File: src/rtl/can_master_status_pkg.sv
// Constants, field layout and carrier types for the CAN master status block.
// Assumes a 32-bit Avalon-MM register bus with word addressing by byte.
package can_master_status_pkg;

  // ****************************************************************
  // Register map
  // ****************************************************************
  localparam logic [3:0] OffMasterStatus = 4'h0;
  localparam logic [3:0] OffSleepControl = 4'h4;
  localparam logic [3:0] OffIrqEnable    = 4'h8;
  localparam logic [3:0] OffErrorStatus  = 4'hC;

  // ****************************************************************
  // Master status fields
  // ****************************************************************
  localparam int BitLiveRx     = 11;
  localparam int BitSampledRx  = 10;
  localparam int BitRxBusy     = 9;
  localparam int BitTxBusy     = 8;
  localparam int BitSleepEnter = 4;
  localparam int BitSleepExit  = 3;
  localparam int BitError      = 2;
  localparam int BitSleepAck   = 1;

  // Interrupt enable register fields.
  localparam int BitEnSleepEnter = 0;
  localparam int BitEnSleepExit  = 1;
  localparam int BitEnError      = 2;
  localparam int BitEnErrSources = 8;
  localparam int ErrSourceCount  = 3;

  // Sleep control register fields.
  localparam int BitSleepRequest  = 0;
  localparam int BitAutoSleepExit = 1;

  localparam logic [31:0] ReadZero      = 32'h0000_0000;
  localparam logic        RxResetLevel  = 1'h1;
  localparam logic        SleepReqReset = 1'h1;
  localparam int          RecessiveRun  = 11;
  localparam logic [3:0]  RunMax        = 4'hA;

  // ****************************************************************
  // Carrier types
  // ****************************************************************
  typedef struct packed {
    logic        read;
    logic        write;
    logic [3:0]  address;
    logic [31:0] writedata;
  } bus_req_t;

  typedef struct packed {
    logic        rxFrameStart;
    logic        rxFrameEnd;
    logic        txFrameStart;
    logic        txFrameEnd;
    logic        bitTick;
    logic        startOfFrame;
    logic [2:0]  errorEvent;
  } link_evt_t;

  typedef enum logic [1:0] {
    Awake,
    Draining,
    Asleep
  } sleep_state_t;

endpackage : can_master_status_pkg

File: src/rtl/w1c_flag.sv
// One sticky status flag, set by hardware and cleared by writing one.
// Assumes set and clear come from the same clock domain.
`timescale 1ns/1ns
`default_nettype none
module w1c_flag (
  input  wire logic core_clk,
  input  wire logic rst_n,
  input  wire logic setEvt,
  input  wire logic clrEvt,
  output var  logic flag
);
  logic flag_nxt;

  // Set wins over clear so no event is lost in the clearing cycle.
  assign flag_nxt = setEvt | (flag & ~clrEvt);

  always_ff @(posedge core_clk) begin
    if (!rst_n) flag <= 1'b0;
    else        flag <= flag_nxt;
  end
endmodule : w1c_flag
`default_nettype wire

File: src/rtl/can_master_status.sv
// Master status register of a CAN controller with its sleep handshake.
// Assumes a 100 MHz core_clk, an Avalon-MM slave port, and frame and bit
// events delivered by the protocol engine synchronous to core_clk.
// Operation
// - Bits 31 to 12 and 7 to 5 of the master status register read zero.
// - Bit 11 shows the live receive pin level and resets to one.
// - Bit 10 shows the last sampled receive level and resets to one.
// - Bit 9 is set when a reception starts and cleared when it ends.
// - Bit 8 is set when a transmission starts and cleared when it ends.
// - Bit 4 is set on sleep entry only if its enable is one and interrupts.
// - Bit 4 clears on a write of one or when the sleep acknowledge clears.
// - Bit 3 is set when sleep is left, and on a start of frame while asleep with auto exit set.
// - Bit 3 raises the status interrupt when its enable is set; W1C.
// - Bit 2 is set when an enabled error source fires; W1C.
// - Bit 2 raises the status interrupt when its enable is one.
// - Bit 1 sets after activity ends and clears after 11 recessive bits.
//
// The implementer's own choices: the register offsets and the Avalon-MM slave port.
`timescale 1ns/1ns
`default_nettype none
module can_master_status
  import can_master_status_pkg::*;
#(
  parameter int ErrSources = ErrSourceCount
) (
  input  wire logic        core_clk,
  input  wire logic        rst_n,
  input  wire logic [3:0]  avs_address,
  input  wire logic        avs_read,
  input  wire logic        avs_write,
  input  wire logic [31:0] avs_writedata,
  output var  logic [31:0] avs_readdata,
  output var  logic        avs_waitrequest,
  input  wire logic        rxPin,
  input  wire link_evt_t   linkEvt,
  output var  logic        statusChangeIrq,
  output var  logic        sleepAck
);

  // ****************************************************************
  // Bus decode
  // ****************************************************************
  // One wait state: the request is taken on the edge where waitrequest is
  // low, which keeps read data registered and the output flop-driven.
  logic     ack_r;
  bus_req_t req;
  assign req = '{read: avs_read, write: avs_write,
                 address: avs_address, writedata: avs_writedata};

  wire access  = (req.read | req.write) & ~ack_r;
  wire wrTaken = req.write & ack_r;
  wire selMst  = (req.address == OffMasterStatus);
  wire selCtl  = (req.address == OffSleepControl);
  wire selIen  = (req.address == OffIrqEnable);
  wire selEst  = (req.address == OffErrorStatus);
  wire wrMst   = wrTaken & selMst;
  wire wrCtl   = wrTaken & selCtl;
  wire wrIen   = wrTaken & selIen;
  wire wrEst   = wrTaken & selEst;

  always_ff @(posedge core_clk) begin
    if (!rst_n) ack_r <= 1'b0;
    else        ack_r <= access;
  end

  // ****************************************************************
  // Control and error status registers
  // ****************************************************************
  logic                  sleepReq_r;
  logic                  autoExit_r;
  logic [2:0]            ienBase_r;
  logic [ErrSources-1:0] ienErr_r;
  logic [ErrSources-1:0] errStat_r;
  wire                   sleepExitEvt;

  // The request resets set, so the controller comes up asleep and software
  // must clear it before the node can take part on the bus. A start of
  // frame seen while asleep with auto exit set drops the request, so that
  // wake then runs the same recessive count as a software wake.
  always_ff @(posedge core_clk) begin
    if (!rst_n) begin
      sleepReq_r <= SleepReqReset;
      autoExit_r <= 1'b0;
    end else if (wrCtl) begin
      sleepReq_r <= req.writedata[BitSleepRequest];
      autoExit_r <= req.writedata[BitAutoSleepExit];
    end else if (sleepExitEvt) begin
      sleepReq_r <= 1'b0;
    end
  end

  // Enables act from the clock after the write, so a flag that is already
  // set raises the interrupt as soon as its enable is written.
  always_ff @(posedge core_clk) begin
    if (!rst_n) begin
      ienBase_r <= '0;
      ienErr_r  <= '0;
    end else if (wrIen) begin
      ienBase_r <= req.writedata[BitEnError:BitEnSleepEnter];
      ienErr_r  <= req.writedata[BitEnErrSources +: ErrSources];
    end
  end

  // Error status bits are sticky; set wins over a write-one clear.
  wire [ErrSources-1:0] errClr = wrEst
      ? req.writedata[ErrSources-1:0] : '0;
  wire [ErrSources-1:0] errStat_nxt = linkEvt.errorEvent[ErrSources-1:0]
      | (errStat_r & ~errClr);

  always_ff @(posedge core_clk) begin
    if (!rst_n) errStat_r <= '0;
    else        errStat_r <= errStat_nxt;
  end

  // ****************************************************************
  // Receive pin and activity
  // ****************************************************************
  logic liveRx_r;
  logic sampledRx_r;
  logic rxBusy_r;
  logic txBusy_r;

  // Both pin bits are registered so the read word is built from flops only;
  // the live bit therefore lags the pin by one clock.
  always_ff @(posedge core_clk) begin
    if (!rst_n) begin
      liveRx_r    <= RxResetLevel;
      sampledRx_r <= RxResetLevel;
    end else begin
      liveRx_r <= rxPin;
      if (linkEvt.bitTick) sampledRx_r <= rxPin;
    end
  end

  wire rxBusy_nxt = linkEvt.rxFrameStart
      | (rxBusy_r & ~linkEvt.rxFrameEnd);
  wire txBusy_nxt = linkEvt.txFrameStart
      | (txBusy_r & ~linkEvt.txFrameEnd);

  always_ff @(posedge core_clk) begin
    if (!rst_n) begin
      rxBusy_r <= 1'b0;
      txBusy_r <= 1'b0;
    end else begin
      rxBusy_r <= rxBusy_nxt;
      txBusy_r <= txBusy_nxt;
    end
  end

  // ****************************************************************
  // Sleep handshake
  // ****************************************************************
  // Entry waits for the link to go idle; leaving needs a run of recessive
  // bits so the node never wakes in the middle of someone else's frame.
  sleep_state_t state_r;
  sleep_state_t state_nxt;
  logic [3:0]   run_r;
  logic [3:0]   run_nxt;

  wire busy         = rxBusy_r | txBusy_r;
  assign sleepExitEvt = (state_r == Asleep) & autoExit_r
      & linkEvt.startOfFrame;
  wire runDone      = linkEvt.bitTick & rxPin & (run_r == RunMax);
  // Entry is judged on the state really taken, so a request withdrawn in
  // the cycle that activity ends does not raise the entry flag.
  wire enterEvt     = (state_r == Draining)
      & (state_nxt == Asleep);

  always_comb begin
    state_nxt = state_r;
    unique case (state_r)
      Awake:    if (sleepReq_r) state_nxt = Draining;
      Draining: begin
        if (!sleepReq_r)  state_nxt = Awake;
        else if (!busy)   state_nxt = Asleep;
      end
      Asleep:   if (!sleepReq_r && runDone) state_nxt = Awake;
    endcase
  end

  // The run restarts on every dominant bit and is held at zero while a
  // sleep request stands, so only an unbroken recessive stretch wakes.
  always_comb begin
    run_nxt = run_r;
    if (state_r != Asleep || sleepReq_r) run_nxt = '0;
    else if (linkEvt.bitTick) run_nxt = rxPin ? run_r + 4'h1 : '0;
  end

  wire leaveEvt = (state_r == Asleep) & (state_nxt == Awake);

  always_ff @(posedge core_clk) begin
    if (!rst_n) begin
      state_r  <= Asleep;
      run_r    <= '0;
      sleepAck <= 1'b1;
    end else begin
      state_r  <= state_nxt;
      run_r    <= run_nxt;
      sleepAck <= (state_nxt == Asleep);
    end
  end

  // ****************************************************************
  // Sticky flags
  // ****************************************************************
  // Writes of zero, and writes to read-only bits, change nothing.
  wire clrEnter = wrMst & req.writedata[BitSleepEnter];
  wire clrExit  = wrMst & req.writedata[BitSleepExit];
  wire clrErr   = wrMst & req.writedata[BitError];

  wire setEnter = enterEvt & ienBase_r[BitEnSleepEnter];
  wire setExit  = leaveEvt | sleepExitEvt;
  // The error flag is re-armed every cycle an enabled source is pending, so
  // a clear only sticks once that error status bit is cleared as well.
  wire setErr   = |(errStat_r & ienErr_r);
  wire ackFall  = leaveEvt;
  logic fEnter;
  logic fExit;
  logic fErr;

  w1c_flag u_enter (
    .core_clk (core_clk),
    .rst_n    (rst_n),
    .setEvt   (setEnter),
    .clrEvt   (clrEnter | ackFall),
    .flag     (fEnter)
  );

  w1c_flag u_exit (
    .core_clk (core_clk),
    .rst_n    (rst_n),
    .setEvt   (setExit),
    .clrEvt   (clrExit),
    .flag     (fExit)
  );

  w1c_flag u_err (
    .core_clk (core_clk),
    .rst_n    (rst_n),
    .setEvt   (setErr),
    .clrEvt   (clrErr),
    .flag     (fErr)
  );

  // The interrupt is a registered level: it follows flags and enables one
  // clock late and drops once software has cleared every cause.
  wire irq_nxt = (fEnter & ienBase_r[BitEnSleepEnter])
      | (fExit & ienBase_r[BitEnSleepExit])
      | (fErr & ienBase_r[BitEnError]);

  always_ff @(posedge core_clk) begin
    if (!rst_n) statusChangeIrq <= 1'b0;
    else        statusChangeIrq <= irq_nxt;
  end

  // ****************************************************************
  // Read path
  // ****************************************************************
  // The word is rebuilt every cycle and captured once per read, so software
  // sees one coherent snapshot of all status bits.
  logic [31:0] mstWord;
  always_comb begin
    mstWord = ReadZero;
    mstWord[BitLiveRx]     = liveRx_r;
    mstWord[BitSampledRx]  = sampledRx_r;
    mstWord[BitRxBusy]     = rxBusy_r;
    mstWord[BitTxBusy]     = txBusy_r;
    mstWord[BitSleepEnter] = fEnter;
    mstWord[BitSleepExit]  = fExit;
    mstWord[BitError]      = fErr;
    mstWord[BitSleepAck]   = sleepAck;
  end

  logic [31:0] ctlWord;
  logic [31:0] ienWord;
  logic [31:0] estWord;
  always_comb begin
    ctlWord = ReadZero;
    ctlWord[BitSleepRequest]  = sleepReq_r;
    ctlWord[BitAutoSleepExit] = autoExit_r;
    ienWord = ReadZero;
    ienWord[BitEnError:BitEnSleepEnter] = ienBase_r;
    ienWord[BitEnErrSources +: ErrSources] = ienErr_r;
    estWord = ReadZero;
    estWord[ErrSources-1:0] = errStat_r;
  end

  // Unmapped addresses read as zero and ignore writes.
  wire [31:0] rdSel = selMst ? mstWord
                    : selCtl ? ctlWord
                    : selIen ? ienWord
                    : selEst ? estWord : ReadZero;

  always_ff @(posedge core_clk) begin
    if (!rst_n) begin
      avs_readdata    <= ReadZero;
      avs_waitrequest <= 1'b1;
    end else begin
      if (access && req.read) avs_readdata <= rdSel;
      avs_waitrequest <= ~access;
    end
  end

endmodule : can_master_status
`default_nettype wire

File: config.mk
export PLATFORM = sky130hd
export DESIGN_NAME = can_master_status
export DESIGN_NICKNAME = d
export VERILOG_FILES = /design/src/rtl/can_master_status_pkg.sv /design/src/rtl/w1c_flag.sv /design/src/rtl/can_master_status.sv
export SDC_FILE = /design/constraint.sdc
export NUM_CORES = 1
export LEC_CHECK = 0
export BUFFER_PORTS_ARGS = -buffer_cell sky130_fd_sc_hd__buf_2
export CAP_MARGIN = 20
export CORE_MARGIN = 2
export CORE_UTILIZATION = 45
export CTS_BUF_LIST = sky130_fd_sc_hd__clkbuf_8
export DETAILED_ROUTE_END_ITERATION = 8
export PLACE_DENSITY = 0.75
export SETUP_SLACK_MARGIN = 0.5
export SYNTH_ARGS = -nofsm -noshare
export SYNTH_HDL_FRONTEND = slang
export SYNTH_SLANG_ARGS = --single-unit
File: constraint.sdc
create_clock -name core_clk -period 1.7 [get_ports core_clk]
set_clock_uncertainty 0.1 [all_clocks]
set_input_delay 0 -clock core_clk [delete_from_list [all_inputs] [get_ports core_clk]]
set_output_delay 0 -clock core_clk [all_outputs]
set_load 0.05 [all_outputs]
==> results.py <==
metrics = {
    "status": {
        "status": "completed",
    },
    "floorplan": {
        "initial_core_util_pct": 46.28,
        "die_area_mm2": 0.004612,
        "ioPinCount": 85,
        "die_h_um": 67.91,
        "num_rows": 23,
        "dieWidth_um": 67.91,
        "coreArea_mm2": 0.003971,
    },
    "worst_setup_path": {
        "ff2ff_setup_slack_ps": 220,
        "critPathRequiredTime_ps": 1780,
        "cp-start-kind": "register",
        "cp_top_family": "compound AO/OA/AOI/OAI gates",
        "cp_slowest_cell": "dfxtp_4",
        "r2r_end": "u_enter.flag",
        "arrival_ps": 1560,
        "critPathMaxFanout": 5,
        "cpPeakStageDelay_ps": 350,
        "criticalPathCategory": "reg -> reg",
        "timing.rr.start": "state_r[0]",
        "worstPathBufferInverterCount": 1,
        "worstSetupEndpointType": "register",
        "path_cells": "buf_4, ha_4, a31oi_2, nand2_1, a21oi_2, o22ai_2",
        "reg2regPathDepth": 6,
    },
    "route": {
        "drtAntennaViolNets": 0,
        "routed_wl_um": 4538,
        "via_per_inst": 5.018,
        "wire_per_inst_um": 13.43,
        "drtPass1Iterations": 4,
        "drc": 0,
        "first_iter_violations": 95,
        "vias": 1696,
    },
    "yosys": {
        "yosys_warnings": 0,
        "synth_top_area_share_pct": 40.30,
        "yosysMostFrequentCell": "dfxtp_1",
        "synth.avg_cell_area_um2": 8.509,
        "yosysSeqAreaShare_pct": 40.30,
        "synth_area_leaders": "dfxtp_1 40%, buf_4 9.4%, mux2i_1 6.5%",
        "ys_types": 41,
        "synth_top_flop_cell": "dfxtp_1",
        "netlist_area_mm2": 0.001838,
        "yosys.area.top_type": "dfxtp_1",
        "synthCells": 216,
        "synth-async-reset-ratio_pct": 0,
        "synth_edf_count": 0,
        "ys_ff_latch": 37,
        "synth_common_cells": "37 x dfxtp_1, 30 x nor2_1, 24 x nand2_1, 23 x buf_4, 18 x a21oi_1",
    },
    "timing": {
        "setup_viol": 0,
        "setup_tns_ps": 0,
        "fin_crit_sh_pct": 87.02,
        "drv_slew": 0,
        "hold_viol": 0,
        "rsz0062_at_grt": "yes",
        "clock.fmax_ghz": 0.6760,
        "min_period_ps": 1479,
    },
    "place": {
        "portBuffers": 37,
        "post-dp-hpwl_um": 2783,
        "gp_congestion": 0.9269,
    },
    "final_layout": {
        "final_nets": 341,
        "drive_above_1_share_pct": 39.93,
        "diodes": 0,
        "nFillCells": 324,
        "area_growth_pct": 43.23,
    },
    "grt": {
        "overflow": 0,
        "grt_pass1_vias": 1516,
        "antenna_found_initial": 0,
        "grt_max_degree": 26,
        "grt_pass1_wl_um": 6989,
        "grt_util_all_layers_pct": 20.59,
    },
    "clock_tree": {
        "path_clk_slew_ps": 80,
        "cts_inserted_buffers": 5,
        "cts_root_buffer": "clkbuf_8",
        "clk_latency_ps": 300,
        "clock-sinks": 37,
        "cts_tree": "done",
        "cts_max_level": 2,
        "clk_path_buf_depth": 2,
    },
    "power_and_ir_drop": {
        "p_leak_nw": 1.152,
        "ir_worst_vdd_mv": 0.8867,
        "finalPower_mw": 2.685,
        "power_density_mw_per_mm2": 1020,
    },
    "worst_hold_path": {
        "min_from": "avs_writedata[3]",
        "min_path_type": "in -> reg",
        "whs_path_depth": 4,
        "min_to": "u_exit.flag",
    },
    "run": {
        "cap_viol_max_count": 0,
    },
}
flip-flops by register name (all words and copies together) (netlist names), 2 cells and up:
| name | cells |
|---|---|
| errStat_r | 3 |
| avs_readdata | 9 |
| ienBase_r | 3 |
| ienErr_r | 3 |
| run_r | 4 |
| state_r | 2 |
per-stage QoR:
| step | instances | instance area (um2) | util [%] | setup slack (ps) | hold WS (ps) |
|---|---|---|---|---|---|
| finish | 338 | 2633 | 66.29 | 220.7 | 14.78 |
| global route | 338 | 2633 | 66.29 | 161.9 | 18.85 |
| CTS | 336 | 2512 | 63.26 | 258.1 | -18.31 |
| detailed placement | 296 | 2037 | 51.29 | 141.0 | 113.8 |
| global placement | 296 | 2037 | 51.29 | 208.0 | 106.2 |
| floorplan | 238 | 2002 | - | 354.9 | -6.474 |
repair_timing:
item | 4_1_cts | 5_1_grt
cloned | 0 | 0
pin swaps | 9 | 15
setup endpoints to repair | 20 | 25
hold buffers | 21 | 0
hold endpoints to repair | 28 | 0
gates resized for setup | 20 | 26
setup buffers | 11 | 2
power by group:
group	switching, mW	internal [mW]	leakage [nW]
Clock	0.320	0.328	0.0512
Sequential	0.0661	0.943	0.306
Combinational	0.564	0.464	0.795
logic make-up after synthesis:
logic type | Yosys count | synth area share [%]
flops | 37 | 40.30
simple gates | 81 | 21.51
mux | 14 | 8.578
fa+ha+maj | 4 | 2.723
compound gates | 39 | 13.28
other cells | 1 | 0.2040
buf+inv | 40 | 13.41
how the worst max path moves through the flow:
stage	from	to	slack, ps	cells after the start
2_1_floorplan	rxBusy_r	u_enter.flag	350	5
3_3_place_gp	state_r[1]	u_enter.flag	210	6
3_5_place_dp	state_r[0]	u_enter.flag	140	6
4_1_cts	rxBusy_r	u_enter.flag	260	5
5_1_grt	state_r[0]	u_enter.flag	160	6
6_report	state_r[0]	u_enter.flag	220	6
routing by layer:
metal / share of wire, % / GRT usage, %
met1: 43 / 25.76
met2: 49 / 33.46
met3: 5.8 / 5.428
met4: 2.8 / 8.750
met5: 0 / 0
cell usage in the layout (no fill, tap or decap), types with 6 or more instances in the layout:
cell | netlist | routed
buf_2 | 2 | 37
nor2_1 | 30 | 30
clkbuf_8 | 0 | 6
nand2_1 | 24 | 19
dfxtp_1 | 37 | 27
a21oi_1 | 18 | 9
dlygate4sd3_1 | 0 | 21
inv_1 | 9 | 7
conb_1 | 1 | 23
mux2i_1 | 12 | 12
nand3_1 | 9 | 9
buf_4 | 23 | 11
a21oi_2 | 0 | 8
final cells by class:
cell class                 count  area [um2]  share of cell area (%)
timing repair buffer          72       511.7                   19.44
inverter                      10       37.54                   1.426
clock inverter                 2       13.76                  0.5228
clock buffer                   6       82.58                   3.137
multi-input combinational    161        1159                   44.01
sequential                    37       765.7                   29.09
tap                           50       62.56                   2.376
worst reg2reg max path, cell delays in order (launching register included):
cell and delay, ps:
dfxtp_4 350, buf_4 140, ha_4 190, a31oi_2 220
nand2_1 90, a21oi_2 180, o22ai_2 110
(Power assumes the default switching activity.)
